===== config.mk =====
export PLATFORM = sky130hd
export DESIGN_NAME = spi_port
export DESIGN_NICKNAME = d
export VERILOG_FILES = /design/src/shared/spi_port_pkg.sv /design/src/shared/spi_pin_if.sv /design/src/core/spi_pin_sync.sv /design/src/core/spi_port.sv
export VERILOG_INCLUDE_DIRS = /design/src /design/src/shared
export SDC_FILE = /design/constraint.sdc
export NUM_CORES = 1
export LEC_CHECK = 0
export ABC_AREA = 1
export BUFFER_PORTS_ARGS = -buffer_cell sky130_fd_sc_hd__clkbuf_2
export CAP_MARGIN = 20
export CORE_MARGIN = 2
export CORE_UTILIZATION = 45
export DETAILED_ROUTE_END_ITERATION = 12
export GPL_TIMING_DRIVEN = 0
export SETUP_SLACK_MARGIN = 0.4
export SLEW_MARGIN = 5
export SYNTH_ARGS = -nofsm -noshare
export SYNTH_HDL_FRONTEND = slang
export SYNTH_SLANG_ARGS = --single-unit

===== constraint.sdc =====
create_clock -name ref_clk -period 3 [get_ports ref_clk]
set_clock_uncertainty 0.05 [all_clocks]
set_input_delay 0.6 -clock ref_clk [delete_from_list [all_inputs] [get_ports ref_clk]]
set_output_delay 0.6 -clock ref_clk [all_outputs]
set_load 0.05 [all_outputs]

===== src/shared/spi_port_defs.svh =====
// Purpose: offsets, field positions, reset values and timing counts of the serial port
// Assumes: 20 MHz system clock on ref_clk
// Notes: register addresses are the special-function addresses of the port
`ifndef SPI_PORT_DEFS_SVH
`define SPI_PORT_DEFS_SVH

`define SPI_ADDR_CONFIG      8'ha1
`define SPI_ADDR_DIVIDER     8'ha2
`define SPI_ADDR_DATA        8'ha3
`define SPI_ADDR_CONTROL     8'hf8

`define SPI_RESET_CONTROL    8'h06
`define SPI_RESET_CONFIG     8'h07
`define SPI_RESET_DIVIDER    8'h00

`define SPI_BIT_DONE         7
`define SPI_BIT_COLLISION    6
`define SPI_BIT_FAULT        5
`define SPI_BIT_OVERRUN      4
`define SPI_BIT_MODE_HI      3
`define SPI_BIT_MODE_LO      2
`define SPI_BIT_TX_EMPTY     1
`define SPI_BIT_ENABLE       0

`define SPI_BIT_BUSY         7
`define SPI_BIT_MASTER       6
`define SPI_BIT_PHASE        5
`define SPI_BIT_POLARITY     4
`define SPI_BIT_SELECTED     3
`define SPI_BIT_PIN_RAW      2
`define SPI_BIT_SHIFT_EMPTY  1
`define SPI_BIT_RX_EMPTY     0

`define SPI_CLK_HZ           20000000
`define SPI_MASTER_MAX_HZ    12500000
`define SPI_MIN_HALF_CYCLES  ((`SPI_CLK_HZ + 2 * `SPI_MASTER_MAX_HZ - 1) / (2 * `SPI_MASTER_MAX_HZ))
`define SPI_DEGLITCH_CYCLES  2
`define SPI_LAST_HALF        4'hf
`define SPI_LAST_BIT         3'h7

`endif


===== src/shared/spi_port_pkg.sv =====
// Purpose: types shared by the serial port modules
// Assumes: nothing
// Notes: constants live in the defs header
package spi_port_pkg;
    typedef logic [7:0] byte_type;
    typedef enum logic {master_idle, master_shift} master_state_type;
endpackage : spi_port_pkg


===== src/shared/spi_pin_if.sv =====
// Purpose: synchronised pin levels handed from the pin stage to the port core
// Assumes: single clock domain
// Notes: select_clean is the de-glitched select level
`timescale 1ns/100ps
interface spi_pin_if;
    logic sck_sync;
    logic mosi_sync;
    logic miso_sync;
    logic select_sync;
    logic select_clean;
    modport source (output sck_sync, mosi_sync, miso_sync, select_sync, select_clean);
    modport sink   (input  sck_sync, mosi_sync, miso_sync, select_sync, select_clean);
endinterface : spi_pin_if


===== src/core/spi_pin_sync.sv =====
// Purpose: two-flop synchronisers for the serial pins and a select de-glitcher
// Assumes: pins asynchronous to ref_clk
// Notes: adds two cycles of latency on every pin, four on the de-glitched select level
`timescale 1ns/100ps
`include "spi_port_defs.svh"
module spi_pin_sync (
    // clock and reset
    input  wire logic ref_clk,
    input  wire logic reset_n,
    input  wire logic clk_en,
    // raw pins
    input  wire logic sck_in,
    input  wire logic mosi_in,
    input  wire logic miso_in,
    input  wire logic select_line_n_in,
    // synchronised levels
    spi_pin_if.source pins
);
    import spi_port_pkg::*;

    localparam logic [3:0] IDLE_LEVELS = 4'h8;
    logic [3:0] raw;
    logic [3:0] stage_a;
    logic [3:0] stage_b;
    logic [1:0] hold;
    logic       clean;

    assign raw = {select_line_n_in, miso_in, mosi_in, sck_in};

    // the far master's rate limits leave room for this latency
    genvar i;
    generate
        for (i = 0; i < 4; i++) begin : g_sync
            always_ff @(posedge ref_clk or negedge reset_n) begin
                if (!reset_n) begin
                    stage_a[i] <= IDLE_LEVELS[i];
                    stage_b[i] <= IDLE_LEVELS[i];
                end else if (clk_en) begin
                    stage_a[i] <= raw[i];
                    stage_b[i] <= stage_a[i];
                end
            end
        end
    endgenerate

    // select must differ for several cycles before it is believed
    always_ff @(posedge ref_clk or negedge reset_n) begin
        if (!reset_n) begin
            clean <= 1'b1;
            hold  <= 2'h0;
        end else if (clk_en) begin
            if (stage_b[3] == clean) begin
                hold <= 2'h0;
            end else if (hold == 2'(`SPI_DEGLITCH_CYCLES - 1)) begin
                clean <= stage_b[3];
                hold  <= 2'h0;
            end else begin
                hold <= hold + 2'h1;
            end
        end
    end

    assign pins.sck_sync     = stage_b[0];
    assign pins.mosi_sync    = stage_b[1];
    assign pins.miso_sync    = stage_b[2];
    assign pins.select_sync  = stage_b[3];
    assign pins.select_clean = clean;
endmodule : spi_pin_sync


===== src/core/spi_port.sv =====
// Purpose: full-duplex serial port, master or slave, with its four registers
// Assumes: special-function register strobes on ref_clk; pins pass spi_pin_sync
// Notes: all outputs registered, so pins lag internal state by one cycle
`timescale 1ns/100ps
`include "spi_port_defs.svh"
module spi_port (
    // clock and reset
    input  wire logic                  ref_clk,
    input  wire logic                  reset_n,
    input  wire logic                  clk_en,
    // register port
    input  wire spi_port_pkg::byte_type sfr_addr,
    input  wire spi_port_pkg::byte_type sfr_wdata,
    input  wire logic                  sfr_write,
    input  wire logic                  sfr_read,
    output spi_port_pkg::byte_type     sfr_rdata,
    // interrupt request
    output logic                       irq_request,
    // serial pins
    input  wire logic                  sck_in,
    output logic                       sck_out,
    output logic                       sck_oe,
    input  wire logic                  mosi_in,
    output logic                       mosi_out,
    output logic                       mosi_oe,
    input  wire logic                  miso_in,
    output logic                       miso_out,
    output logic                       miso_oe,
    input  wire logic                  select_line_n_in,
    output logic                       select_line_n_out,
    output logic                       select_line_n_oe
);
    import spi_port_pkg::*;

    function automatic logic hit(input byte_type addr, input byte_type target);
        return addr == target;
    endfunction : hit

    // 1 when this edge is the sampling edge for the given phase
    function automatic logic sample_phase(input logic level, input logic pol, input logic pha);
        return (level ^ pol) ^ pha;
    endfunction : sample_phase

    spi_pin_if pins ();

    spi_pin_sync u_sync (
        .ref_clk          (ref_clk),
        .reset_n          (reset_n),
        .clk_en           (clk_en),
        .sck_in           (sck_in),
        .mosi_in          (mosi_in),
        .miso_in          (miso_in),
        .select_line_n_in (select_line_n_in),
        .pins             (pins.source)
    );

    // flags: [3] done, [2] collision, [1] mode fault, [0] overrun
    logic [3:0]       flags;
    logic [3:0]       flag_set;
    logic [1:0]       select_mode;
    logic             tx_empty;
    logic             port_enable;
    logic             master_enable;
    logic             clock_phase;
    logic             clock_polarity;
    byte_type         divider;
    byte_type         tx_buf;
    byte_type         rx_buf;
    logic             rx_empty;
    byte_type         shifter;
    logic             shifter_full;
    logic             rx_bit;
    logic [3:0]       slave_count;
    logic             sck_prev;
    logic             select_prev;
    master_state_type master_state;
    logic [8:0]       half_cnt;
    logic [8:0]       half_len;
    logic [3:0]       half_idx;

    logic ctl_wr, cfg_wr, div_wr, data_wr, data_rd;
    logic master_run, slave_on, slave_selected, busy;
    logic sck_edge, sample_edge, select_fall;
    logic s_sample, s_shift, s_done, s_idle_load;
    logic m_start, half_end, bit_end, m_done;
    logic fault_set, tx_load;

    assign ctl_wr  = clk_en & sfr_write & hit(sfr_addr, `SPI_ADDR_CONTROL);
    assign cfg_wr  = clk_en & sfr_write & hit(sfr_addr, `SPI_ADDR_CONFIG);
    assign div_wr  = clk_en & sfr_write & hit(sfr_addr, `SPI_ADDR_DIVIDER);
    assign data_wr = clk_en & sfr_write & hit(sfr_addr, `SPI_ADDR_DATA);
    assign data_rd = clk_en & sfr_read  & hit(sfr_addr, `SPI_ADDR_DATA);

    assign master_run = port_enable & master_enable;
    assign slave_on   = port_enable & ~master_enable;
    // 3-wire slave is always selected; 4-wire slave follows the select pin
    assign slave_selected = slave_on & ((select_mode == 2'h0) |
                            ((select_mode == 2'h1) & ~pins.select_clean));
    assign busy = (master_state == master_shift) | (slave_count != 4'h0);

    assign sck_edge    = pins.sck_sync != sck_prev;
    assign sample_edge = sck_edge & sample_phase(pins.sck_sync, clock_polarity, clock_phase);
    assign select_fall = select_prev & ~pins.select_clean;

    // slave samples on the mid-bit edge
    assign s_sample    = slave_selected & sample_edge;
    assign s_shift     = slave_selected & sck_edge & ~sample_edge &
                         (slave_count != 4'h0) & (slave_count != 4'h8);
    assign s_done      = s_sample & (slave_count == 4'h7);
    assign s_idle_load = slave_on & ~shifter_full & ~tx_empty & (slave_count == 4'h0);

    // divider ignored as slave, clamped to the fastest legal half period
    assign half_len = (({1'b0, divider} + 9'h001) < 9'(`SPI_MIN_HALF_CYCLES)) ?
                      9'(`SPI_MIN_HALF_CYCLES) : ({1'b0, divider} + 9'h001);
    assign m_start  = master_run & (master_state == master_idle) & ~tx_empty;
    assign half_end = (master_state == master_shift) & (half_cnt == 9'h000);
    // last cycle of each bit: miso taken one clock before the bit ends
    assign bit_end  = half_end & half_idx[0];
    assign m_done   = bit_end & (half_idx == `SPI_LAST_HALF);

    assign fault_set = master_run & (select_mode == 2'h1) & ~pins.select_clean;
    assign tx_load   = m_start | (s_done & ~tx_empty) | s_idle_load;

    assign flag_set[3] = m_done | s_done;
    assign flag_set[2] = data_wr & ~tx_empty;
    assign flag_set[1] = fault_set;
    assign flag_set[0] = s_done & ~rx_empty;

    // a set in the same cycle as a software clear wins
    genvar f;
    generate
        for (f = 0; f < 4; f++) begin : g_flag
            always_ff @(posedge ref_clk or negedge reset_n) begin
                if (!reset_n) begin
                    flags[f] <= 1'(`SPI_RESET_CONTROL >> (`SPI_BIT_OVERRUN + f));
                end else if (clk_en) begin
                    flags[f] <= flag_set[f] | (ctl_wr ? sfr_wdata[`SPI_BIT_OVERRUN + f] : flags[f]);
                end
            end
        end
    endgenerate

    always_ff @(posedge ref_clk or negedge reset_n) begin
        if (!reset_n) begin
            select_mode    <= 2'(`SPI_RESET_CONTROL >> `SPI_BIT_MODE_LO);
            port_enable    <= 1'(`SPI_RESET_CONTROL >> `SPI_BIT_ENABLE);
            master_enable  <= 1'(`SPI_RESET_CONFIG >> `SPI_BIT_MASTER);
            clock_phase    <= 1'(`SPI_RESET_CONFIG >> `SPI_BIT_PHASE);
            clock_polarity <= 1'(`SPI_RESET_CONFIG >> `SPI_BIT_POLARITY);
            divider        <= `SPI_RESET_DIVIDER;
        end else if (clk_en) begin
            if (ctl_wr) begin
                select_mode <= sfr_wdata[`SPI_BIT_MODE_HI:`SPI_BIT_MODE_LO];
                port_enable <= sfr_wdata[`SPI_BIT_ENABLE];
            end
            // software should disable the port first; changes apply at once
            if (cfg_wr) begin
                master_enable  <= sfr_wdata[`SPI_BIT_MASTER];
                clock_phase    <= sfr_wdata[`SPI_BIT_PHASE];
                clock_polarity <= sfr_wdata[`SPI_BIT_POLARITY];
            end
            if (div_wr) begin
                divider <= sfr_wdata;
            end
            // fault overrides a same-cycle software write
            if (fault_set) begin
                master_enable <= 1'b0;
                port_enable   <= 1'b0;
            end
        end
    end

    // transmit buffer: refused while still full
    always_ff @(posedge ref_clk or negedge reset_n) begin
        if (!reset_n) begin
            tx_buf   <= 8'h00;
            tx_empty <= 1'(`SPI_RESET_CONTROL >> `SPI_BIT_TX_EMPTY);
        end else if (clk_en) begin
            if (data_wr && tx_empty) begin
                tx_buf   <= sfr_wdata;
                tx_empty <= 1'b0;
            end else if (tx_load) begin
                tx_empty <= 1'b1;
            end
        end
    end

    // shift register, msb out first in both roles
    always_ff @(posedge ref_clk or negedge reset_n) begin
        if (!reset_n) begin
            shifter      <= 8'h00;
            shifter_full <= 1'b0;
            rx_bit       <= 1'b0;
        end else if (clk_en) begin
            if (s_sample) begin
                rx_bit <= pins.mosi_sync;
            end
            if (!port_enable) begin
                shifter_full <= 1'b0;
            end else if (master_enable) begin
                if (m_start) begin
                    shifter <= tx_buf;
                end else if (bit_end) begin
                    shifter <= {shifter[6:0], pins.miso_sync};
                end
            end else if (s_done) begin
                shifter      <= tx_buf;
                shifter_full <= ~tx_empty;
            end else if (s_idle_load) begin
                shifter      <= tx_buf;
                shifter_full <= 1'b1;
            end else if (slave_selected && sck_edge && (sample_edge || clock_phase || slave_count != 4'h0)) begin
                shifter_full <= 1'b1;                   // trailing edge after last sample moves nothing
                if (s_shift) begin
                    shifter <= {shifter[6:0], rx_bit};
                end
            end
        end
    end

    // slave bit counter; in 3-wire mode only a finished byte or disabling the slave clears it
    always_ff @(posedge ref_clk or negedge reset_n) begin
        if (!reset_n) begin
            slave_count <= 4'h0;
            sck_prev    <= 1'b0;
            select_prev <= 1'b1;
        end else if (clk_en) begin
            sck_prev    <= pins.sck_sync;
            select_prev <= pins.select_clean;
            if (!slave_on || ((select_mode == 2'h1) && select_fall)) begin
                slave_count <= 4'h0;
            end else if (s_done) begin
                slave_count <= 4'h0;
            end else if (s_sample) begin
                slave_count <= slave_count + 4'h1;
            end
        end
    end

    // receive buffer: master always overwrites, slave keeps unread byte
    always_ff @(posedge ref_clk or negedge reset_n) begin
        if (!reset_n) begin
            rx_buf   <= 8'h00;
            rx_empty <= 1'(`SPI_RESET_CONFIG >> `SPI_BIT_RX_EMPTY);
        end else if (clk_en) begin
            if (m_done) begin
                rx_buf <= {shifter[6:0], pins.miso_sync};
            end else if (s_done && rx_empty) begin
                rx_buf   <= {shifter[6:0], pins.mosi_sync};
                rx_empty <= 1'b0;
            end else if (data_rd) begin
                rx_empty <= 1'b1;
            end
        end
    end

    // master sequencer: 16 half periods per byte
    always_ff @(posedge ref_clk or negedge reset_n) begin
        if (!reset_n) begin
            master_state <= master_idle;
            half_cnt     <= 9'h000;
            half_idx     <= 4'h0;
        end else if (clk_en) begin
            unique case (master_state)
                master_idle: begin
                    if (m_start) begin
                        master_state <= master_shift;
                        half_cnt     <= half_len - 9'h001;
                        half_idx     <= 4'h0;
                    end
                end
                master_shift: begin
                    if (!master_run || m_done) begin
                        master_state <= master_idle;
                    end else if (half_end) begin
                        half_cnt <= half_len - 9'h001;
                        half_idx <= half_idx + 4'h1;
                    end else begin
                        half_cnt <= half_cnt - 9'h001;
                    end
                end
            endcase
        end
    end

    // registered pin drive
    always_ff @(posedge ref_clk or negedge reset_n) begin
        if (!reset_n) begin
            sck_out           <= 1'b0;
            sck_oe            <= 1'b0;
            mosi_out          <= 1'b0;
            mosi_oe           <= 1'b0;
            miso_out          <= 1'b0;
            miso_oe           <= 1'b0;
            select_line_n_out <= 1'b1;
            select_line_n_oe  <= 1'b0;
            irq_request       <= 1'b0;
        end else if (clk_en) begin
            sck_out <= clock_polarity ^
                       ((master_state == master_shift) & (half_idx[0] ^ clock_phase));
            sck_oe            <= master_run;
            mosi_out          <= shifter[7];
            mosi_oe           <= master_run;
            miso_out          <= shifter[7];
            miso_oe           <= slave_selected;
            select_line_n_out <= select_mode[0];
            select_line_n_oe  <= port_enable & select_mode[1];
            irq_request       <= |flags;
        end
    end

    // register readback; unmapped addresses read zero
    always_ff @(posedge ref_clk or negedge reset_n) begin
        if (!reset_n) begin
            sfr_rdata <= 8'h00;
        end else if (clk_en && sfr_read) begin
            if (hit(sfr_addr, `SPI_ADDR_CONTROL)) begin
                sfr_rdata <= {flags, select_mode, tx_empty, port_enable};
            end else if (hit(sfr_addr, `SPI_ADDR_CONFIG)) begin
                sfr_rdata <= {busy, master_enable, clock_phase, clock_polarity, ~pins.select_clean,
                              pins.select_sync, master_enable | ~shifter_full, master_enable | rx_empty};
            end else if (hit(sfr_addr, `SPI_ADDR_DIVIDER)) begin
                sfr_rdata <= divider;
            end else if (hit(sfr_addr, `SPI_ADDR_DATA)) begin
                sfr_rdata <= rx_buf;
            end else begin
                sfr_rdata <= 8'h00;
            end
        end
    end
endmodule : spi_port


==> results of run 1 <==
[where the power goes]
group	leakage [uW]	switching (uW)	internal, uW
sequential	0.00114	129	1400
clock	0.000173	483	859
combinational	0.00172	460	234
[cell families (layout without fill, tap and decap cells)]
| family | count (synthesis) | in the layout |
|---|---|---|
| buffers and inverters | 109 | 174 |
| AND/OR/NAND/NOR | 335 | 335 |
| XOR/XNOR | 11 | 11 |
| AO/OA/AOI/OAI | 121 | 121 |
| adder cells (fa/ha/maj) | 6 | 6 |
| flip-flops | 92 | 92 |
[routing by layer]
layer | routed length (um) | GRT usage, % | vias up
met5 | 0 | 0 | -
met4 | 365 | 8.92 | 0
met3 | 697 | 4.05 | 22
met2 | 5830 | 33.5 | 126
met1 | 6310 | 31.2 | 2152
li1 | - | - | 2276
[layout by cell type, fill, tap and decap left out, types with 5 or more instances in the layout]
cell type	Yosys	routed
nand2_2	6	10
clkbuf_16	0	9
dfrtp_1	84	83
o21ai_1	8	10
nor2_4	4	6
nand3_1	43	40
inv_1	84	84
xor2_1	9	8
o21ai_0	63	61
o21ai_2	15	15
nor2_1	43	40
buf_4	6	12
nand3_2	3	5
nand2_1	207	203
nand4_1	8	8
a21oi_1	24	24
nor2_2	6	7
clkbuf_2	0	40
clkbuf_1	7	8
dfstp_2	8	8
[final timing paths]
path	slack (ns)	start	to	cells past startpoint
setup / recovery	0.53	divider[1]	half_cnt[6]	18
hold / removal	0.33	reset_n	miso_oe	1
setup reg to reg	0.53	divider[1]	half_cnt[6]	18
hold reg to reg	0.42	u_sync.stage_a[3]	u_sync.stage_a[3]	2
max in group asynchronous	1.89	reset_n	divider[1]	2
min in group ref_clk	0.38	select_line_n_in	u_sync.stage_a[3]	3
[flip-flops by register name (all words and copies together) (netlist names), 2 cells and up]
signal / flops
sfr_rdata: 8
u_sync.hold: 2
half_cnt: 9
u_sync.stage_a: 4
tx_buf: 8
slave_count: 4
half_idx: 4
rx_buf: 8
shifter: 8
flags: 4
divider: 8
select_mode: 2
[critical path: stages (launching register included)]
cell and delay [ns]:
dfrtp_2 0.43, ha_4 0.18, nand2_1 0.12, nor2_4 0.06, inv_1 0.05, nand2_1 0.10, nand2_1 0.11, nor2_2 0.07
nand3_2 0.10, nand2_1 0.07, inv_1 0.07, ha_2 0.20, nand3_2 0.12, nor2_4 0.16, nand2_1 0.08, o21ai_1 0.14
nand3_1 0.10, o211ai_1 0.09, nand2_1 0.06
[area by class of cell]
class,instances,area (um^2)
buffer,19,124
clock buffer,12,256
clock inverter,4,95.1
fill,1117,4950
inverter,90,338
multi-input combinational,473,2450
sequential,92,2310
tap,140,175
timing repair buffer,49,280
[per-stage QoR]
step / cell area (um^2) / cells / worst slack (ns)
3_3_place_gp: 5510 / 855 / 0.123
3_5_place_dp: 5540 / 856 / 0.255
6_report: 6030 / 879 / 0.526
4_1_cts: 5920 / 874 / 0.418
2_1_floorplan: 5130 / 674 / 0.698
5_1_grt: 6030 / 879 / 0.349
[repair_timing]
item | CTS | global route
resized for setup | 4 | 18
setup endpoints to repair | 3 | 3
cloned | 0 | 0
setup buffers | 2 | 5
pin swaps | 1 | 3
==> results.json, run 1 <==
{
  "leakagePower_uw": 0.00303,
  "clockRootBuffer": "clkbuf_16",
  "path_clk_slew_ns": 0.06,
  "antenna_found_initial": 0,
  "setup_viol": 0,
  "synth_seq_cells": 92,
  "required_ns": 3.19,
  "maxSlewViolCount": 0,
  "arrival_ns": 2.66,
  "fmax_ghz": 0.404,
  "synth_nets": 705,
  "rsz0062_at_grt": "yes",
  "die_w_um": 111,
  "numPortBuffers": 41,
  "grtUsageTotal_pct": 22.0,
  "dr.pass1.iters": 6,
  "place_congestion": 0.889,
  "yosysMostFrequentCell": "nand2_1",
  "cts_hold_buf": 0,
  "cts-buffers-inserted": 9,
  "holdWs_ns": 0.326,
  "diodes": 0,
  "drc_errors": 0,
  "post-dp-hpwl_mm": 9.70,
  "grt_pass1_wl_mm": 21.5,
  "vias": 4576,
  "peakVddDrop_mv": 0.305,
  "die_area_mm2": 0.0123,
  "synthTopCellsByArea": "dfrtp_1 (41%), nand2_1 (15%), o21ai_0 (6.1%)",
  "synth_area_mm2": 0.00513,
  "power_uw": 3570,
  "tightestPinTransition_ns": 0.851,
  "period_needed_ns": 2.47,
  "yosysSeqAreaShare_pct": 45.1,
  "clk_path_buf_depth": 2,
  "startpoint_type": "register",
  "synth_top_flop_cell": "dfrtp_1",
  "slew_headroom_pct": 43.2,
  "clock-sinks": 92,
  "synthSimpleGateAreaFrac_pct": 29.3,
  "detail-route-antenna-nets": 0,
  "viasPerCell": 5.21,
  "synth_common_cells": "nand2_1 (207), dfrtp_1 (84), inv_1 (84)",
  "yosysWarnings": 0,
  "clock_latency_ns": 0.35,
  "hold_path_class": "primary input to async pin",
  "cp-end-kind": "register",
  "synth.largest_area_cell": "dfrtp_1",
  "die_h_um": 111,
  "p_per_area_mw_per_mm2": 592,
  "grt_max_degree": 61,
  "ys_types": 41,
  "drt-initial-drc-count": 299,
  "coreArea_mm2": 0.0110,
  "synth-compound-area-share_pct": 13.4,
  "drt-total-wl_mm": 13.2,
  "synth_xor_area_share_pct": 1.88,
  "start_util_pct": 46.7,
  "max_cap_viol_count": 0,
  "synthCells": 674,
  "synthMuxAreaShare_pct": 0,
  "async_flop_share_pct": 100,
  "yosys.area_share.adder_pct": 1.46,
  "synth_top_family_by_area": "simple AND/OR/NAND/NOR gates",
  "status": "complete, no violations",
  "syn-mean-instance-area_um2": 7.61,
  "cts_tree": "built",
  "final_util_pct": 54.9,
  "netlist.area_leader.share_pct": 41.0,
  "htreeDepth": 3,
  "path_max_fanout": 4,
  "crit_type": "register to register",
  "finalCritPeriodShare_pct": 82.5,
  "setup-tns-final_ns": 0,
  "nNetsFinal": 765,
  "grt_pass1_vias": 4300,
  "routedWlPerCell_um": 15.0,
  "area_delta_synth_final_pct": 17.5,
  "grt-ovfl-total": 0,
  "synth_edf_count": 0,
  "drive_above_1_share_pct": 19.6,
  "rows": 38,
  "ios": 42,
  "finalHoldViolCount": 0
}
Note: power is estimated with default switching activity, not from simulation.
==> inputs of run 2 (changes only) <==
- clock period: 3 -> 2.4 ns (I/O delays scaled with it)
==> results.json, run 2 (synthesis gave the netlist of run 1 again) <==
{
  "status": "complete, no violations",
  "grt_pass1_vias": 4435,
  "viasPerCell": 5.22,
  "maxSlewViolCount": 0,
  "swShare_pct": 31.4,
  "period_needed_ns": 2.19,
  "required_ns": 2.59,
  "critPathLaunch": "divider[1]",
  "cts-buffers-inserted": 9,
  "clock_latency_ns": 0.35,
  "dpl_cell_area_mm2": 0.00559,
  "ios": 42,
  "num-fill-cells": 1023,
  "crit_type": "register to register",
  "place_congestion": 0.925,
  "path_clk_slew_ns": 0.07,
  "layout_commonest_cell": "nand2_1",
  "p_per_area_mw_per_mm2": 715,
  "die_h_um": 111,
  "grt_pass1_wl_mm": 22.6,
  "hold_path_class": "primary input to async pin",
  "clock-sinks": 92,
  "area_delta_synth_final_pct": 24.8,
  "detail-route-antenna-nets": 0,
  "top_register": "half_cnt",
  "die_area_mm2": 0.0123,
  "comb_power_share_pct": 22.7,
  "finalHoldViolCount": 0,
  "startpoint_type": "register",
  "drt-initial-drc-count": 329,
  "rows": 38,
  "drive_above_1_share_pct": 27.2,
  "coreArea_mm2": 0.0110,
  "power.switching_uw": 1440,
  "start_util_pct": 46.7,
  "worstRegToRegCells": 18,
  "finalCritPeriodShare_pct": 91.4,
  "vias": 4727,
  "holdWs_ns": 0.121,
  "dr.pass1.iters": 7,
  "drc_errors": 0,
  "setup_viol": 0,
  "grt-ovfl-total": 0,
  "antenna_found_initial": 0,
  "max_cap_viol_count": 0,
  "grt_max_degree": 52,
  "reg2reg_to": "half_cnt[8]",
  "seqPwrFrac_pct": 42.2,
  "leakagePower_uw": 0.00319,
  "final.setup.worst_slack_ns": 0.206,
  "htreeDepth": 3,
  "tightestPinTransition_ns": 0.607,
  "dpl_worst_slack_ns": -0.102,
  "power.internal_uw": 3140,
  "largest_reg_flops": 9,
  "drt-total-wl_mm": 14.1,
  "regToRegStartpoint": "divider[1]",
  "cts_tree": "built",
  "arrival_ns": 2.38,
  "clk_path_buf_depth": 2,
  "final_util_pct": 58.3,
  "numPortBuffers": 41,
  "grtUsageTotal_pct": 23.1,
  "routedWlPerCell_um": 15.6,
  "slew_headroom_pct": 59.6,
  "post-dp-hpwl_mm": 9.98,
  "path_max_fanout": 4,
  "cp-end-kind": "register",
  "die_w_um": 111,
  "stdcell_area_mm2": 0.00641,
  "final_cell_mix": "nand2_1 (191), dfrtp_1 (82), inv_1 (76)",
  "p_clk_share_pct": 35.1,
  "diodes": 0,
  "rsz0062_at_grt": "yes",
  "peakVddDrop_mv": 0.440,
  "nNetsFinal": 793,
  "rrSetupSlack_ns": 0.21,
  "fmax_ghz": 0.456,
  "clockRootBuffer": "clkbuf_16"
}
==> run 2: changes by cell type in the layout (fill, tap and decap cells not counted), moves of 4 or more <==
cell / delta
inv_1: -8
buf_4: +25
nand2_2: +8
nand2_4: +4
nand2_1: -12
nand3_1: -4
inv_2: +8
o21ai_0: -5
nor2_1: -4
==> run 2: worst max path at each step <==
stage	to	slack, ns
final	half_cnt[8]	0.21
after global placement	tx_buf[5]	-0.37
after global routing	half_cnt[6]	0.06
after detailed placement	half_cnt[6]	-0.10
after CTS	half_cnt[6]	0.18
after floorplan	half_cnt[8]	0.25
==> run 2: power groups by stage <==
stage / logic, uW / registers, uW / clock network [uW]
after floorplan: 617 / 1930 / 0
after global placement: 838 / 1930 / 0
after detailed placement: 865 / 1950 / 0
after CTS: 931 / 1920 / 1630
after global routing: 1160 / 1950 / 1700
final: 1040 / 1930 / 1610
==> run 2: stage by stage <==
stage / total power (uW) / setup TNS (ns) / cells
after global placement: 2770 / -30.52 / 855
after global routing: 4820 / 0 / 906
after CTS: 4480 / 0 / 889
after detailed placement: 2810 / -0.216 / 856
final: 4580 / 0 / 906
after floorplan: 2550 / 0 / 674
==> run 2: routing by layer <==
layer	routed length (um)	vias to the layer above	GRT usage (%)
li1	-	2326	-
met1	6410	2248	32.1
met2	6700	131	35.8
met3	737	22	4.10
met4	302	0	9.17
met5	0	-	0
==> run 2: area by class of cell <==
class | count | area, um^2 | area share (%)
buffer | 19 | 128 | 1.99
clock buffer | 12 | 267 | 4.16
clock inverter | 3 | 68.8 | 1.07
inverter | 90 | 338 | 5.27
multi-input combinational | 473 | 2590 | 40.4
sequential | 92 | 2310 | 36.1
tap | 140 | 175 | 2.73
timing repair buffer | 77 | 526 | 8.20
==> run 2: critical path, stage by stage (launching register included) <==
cell     delay (ns)
dfrtp_2        0.43
ha_4           0.19
nand2_2        0.10
nand2_1        0.07
nor2_2         0.12
nand2_2        0.09
nor2_4         0.10
nand3_2        0.10
nand2_2        0.09
inv_2          0.04
ha_4           0.16
nand3_4        0.07
nor2_4         0.06
nand4_1        0.13
nand2_1        0.08
nand2_1        0.06
nand2_1        0.04
nand2_1        0.05
nand2_1        0.04
==> run 2: what timing repair did <==
action	in CTS	in global routing
hold endpoints to repair	0	0
setup buffers	17	17
cloned	1	0
resized for setup	30	35
hold buffers	0	0
endpoints found under the setup margin	17	29
pin swaps	19	23
==> inputs of run 3 (changes only) <==
- CAP_MARGIN: 20 -> 10
- CORE_MARGIN: 2 -> unset
- CTS_BUF_LIST: unset -> sky130_fd_sc_hd__clkbuf_4
==> results.json, run 3 (synthesis gave the netlist of run 1 again) <==
{
  "status": "complete, no violations",
  "largest_reg_flops": 9,
  "area_delta_synth_final_pct": 21.6,
  "final_cell_mix": "nand2_1 (192), dfrtp_1 (81), inv_1 (75)",
  "numPortBuffers": 41,
  "dr.pass1.iters": 5,
  "finalCritPeriodShare_pct": 92.4,
  "path_max_fanout": 5,
  "nNetsFinal": 795,
  "top_register": "half_cnt",
  "cts_tree": "built",
  "ios": 42,
  "holdWs_ns": 0.126,
  "num-fill-cells": 1046,
  "drc_errors": 0,
  "diodes": 0,
  "critPathMaxStageDelay_ns": 0.43,
  "vias": 4727,
  "die_h_um": 109,
  "required_ns": 2.73,
  "cts-buffers-inserted": 9,
  "detail-route-antenna-nets": 0,
  "peakVddDrop_mv": 0.368,
  "hold_path_class": "primary input to register",
  "antenna_found_initial": 0,
  "grtUsageTotal_pct": 24.7,
  "die_w_um": 109,
  "cp_slowest_cell": "dfrtp_1",
  "max_cap_viol_count": 0,
  "routedWlPerCell_um": 15.3,
  "rows": 38,
  "path_clk_slew_ns": 0.14,
  "rsz0062_at_grt": "yes",
  "grt_pass1_vias": 4386,
  "final.setup.worst_slack_ns": 0.182,
  "critPathTopFamily": "simple AND/OR/NAND/NOR gates",
  "setup_viol": 0,
  "arrival_ns": 2.55,
  "layout_commonest_cell": "nand2_1",
  "dpl_cell_area_mm2": 0.00559,
  "stdcell_area_mm2": 0.00624,
  "drt-initial-drc-count": 296,
  "start_util_pct": 46.7,
  "cp-end-kind": "register",
  "path_buf_inv": 2,
  "viasPerCell": 5.20,
  "coreArea_mm2": 0.0110,
  "clk_path_buf_depth": 2,
  "maxSlewViolCount": 0,
  "post-dp-hpwl_mm": 9.78,
  "tightestPinTransition_ns": 0.548,
  "grt_max_degree": 63,
  "place_inst": 856,
  "grt_pass1_wl_mm": 22.0,
  "fmax_ghz": 0.451,
  "seqCellArea_mm2": 0.00232,
  "finalHoldViolCount": 0,
  "multi_input_area_mm2": 0.00260,
  "leakagePower_uw": 0.00312,
  "place_congestion": 0.945,
  "clock_latency_ns": 0.48,
  "path_cells": "buf_6 -> nand3_4 -> nor2_1 -> nand2_1 -> nand2_4 -> nor2_2 -> nand3_2 -> nand2_2 -> inv_2 -> ha_4 -> nand3_4 -> nor2_4 -> nand2_2 -> o21ai_2 -> nand3_1 -> o211ai_1 -> nand2_1",
  "die_area_mm2": 0.0118,
  "clockRootBuffer": "clkbuf_4",
  "htreeDepth": 3,
  "period_needed_ns": 2.22,
  "startpoint_type": "register",
  "drt-total-wl_mm": 13.9,
  "slew_headroom_pct": 63.5,
  "clock-sinks": 92,
  "grt-ovfl-total": 0,
  "crit_type": "register to register",
  "finalNonFillerCells": 909,
  "drive_above_1_share_pct": 27.2,
  "p_per_area_mw_per_mm2": 625,
  "dpl_worst_slack_ns": -0.0817
}
-- run 3: cell types whose count changed in the layout (fill, tap and decap cells not counted), sizes merged --
| cell | change |
|---|---|
| clkinv | +3 |
| bufinv | -1 |
| dlygate4sd3 | +1 |
-- run 3: power by group --
part,internal (uW),leakage (uW),switching (uW)
registers,1750,0.00113,166
logic,425,0.00190,663
clock network,337,0.0000782,554
total,2520,0.00312,1380
-- run 3: tightest hold or removal path, delay by kind of cell --
family,cells,cell delay [ns]
buffers and inverters,1,0.08
AND/OR/NAND/NOR,2,0.10
-- run 3: what timing repair did --
item / in CTS / in global routing
cloned: 0 / 1
endpoints found under the setup margin: 18 / 32
gates resized for setup: 28 / 40
buffers inserted: 16 / 19
hold buffers: 1 / 0
hold endpoints to repair: 30 / 0
pin swaps: 18 / 27
-- run 3: path summary, 6_finish.rpt --
| path | startpoint | to | slack (ns) | cells past startpoint |
|---|---|---|---|---|
| min in group asynchronous | reset_n | sfr_rdata[4] | 0.45 | 2 |
| min reg2reg | u_sync.stage_a[3] | u_sync.stage_a[3] | 0.43 | 2 |
| max in group asynchronous | reset_n | tx_empty | 1.14 | 3 |
| max | divider[0] | half_cnt[6] | 0.18 | 17 |
| min | select_line_n_in | u_sync.stage_a[3] | 0.13 | 3 |
| max reg2reg | divider[0] | half_cnt[6] | 0.18 | 17 |
-- run 3: layout make-up --
| type | count | area share (%) |
|---|---|---|
| Clock inverter | 5 | 0.842 |
| Clock buffer | 11 | 1.32 |
| Multi-Input combinational cell | 473 | 41.7 |
| Buffer | 19 | 2.13 |
| Sequential cell | 92 | 37.1 |
| Timing Repair Buffer | 79 | 8.72 |
| Inverter | 90 | 5.41 |
| Tap cell | 140 | 2.81 |
-- run 3: through the flow --
stage               setup TNS [ns]  util, %  power, uW
detailed placement          -0.130     50.9       2810
floorplan                        0        -       2550
global placement            -28.81     50.6       2770
global route                     0     56.8       4120
finish                           0     56.8       3900
CTS                              0     54.1       3720
-- run 3: per-layer routing --
layer	up-vias	share of wire, %	track usage [%]
li1	2340	-	-
met1	2235	48	34.7
met2	125	46	38.2
met3	27	4.4	3.29
met4	0	2.5	10.6
met5	-	0	0
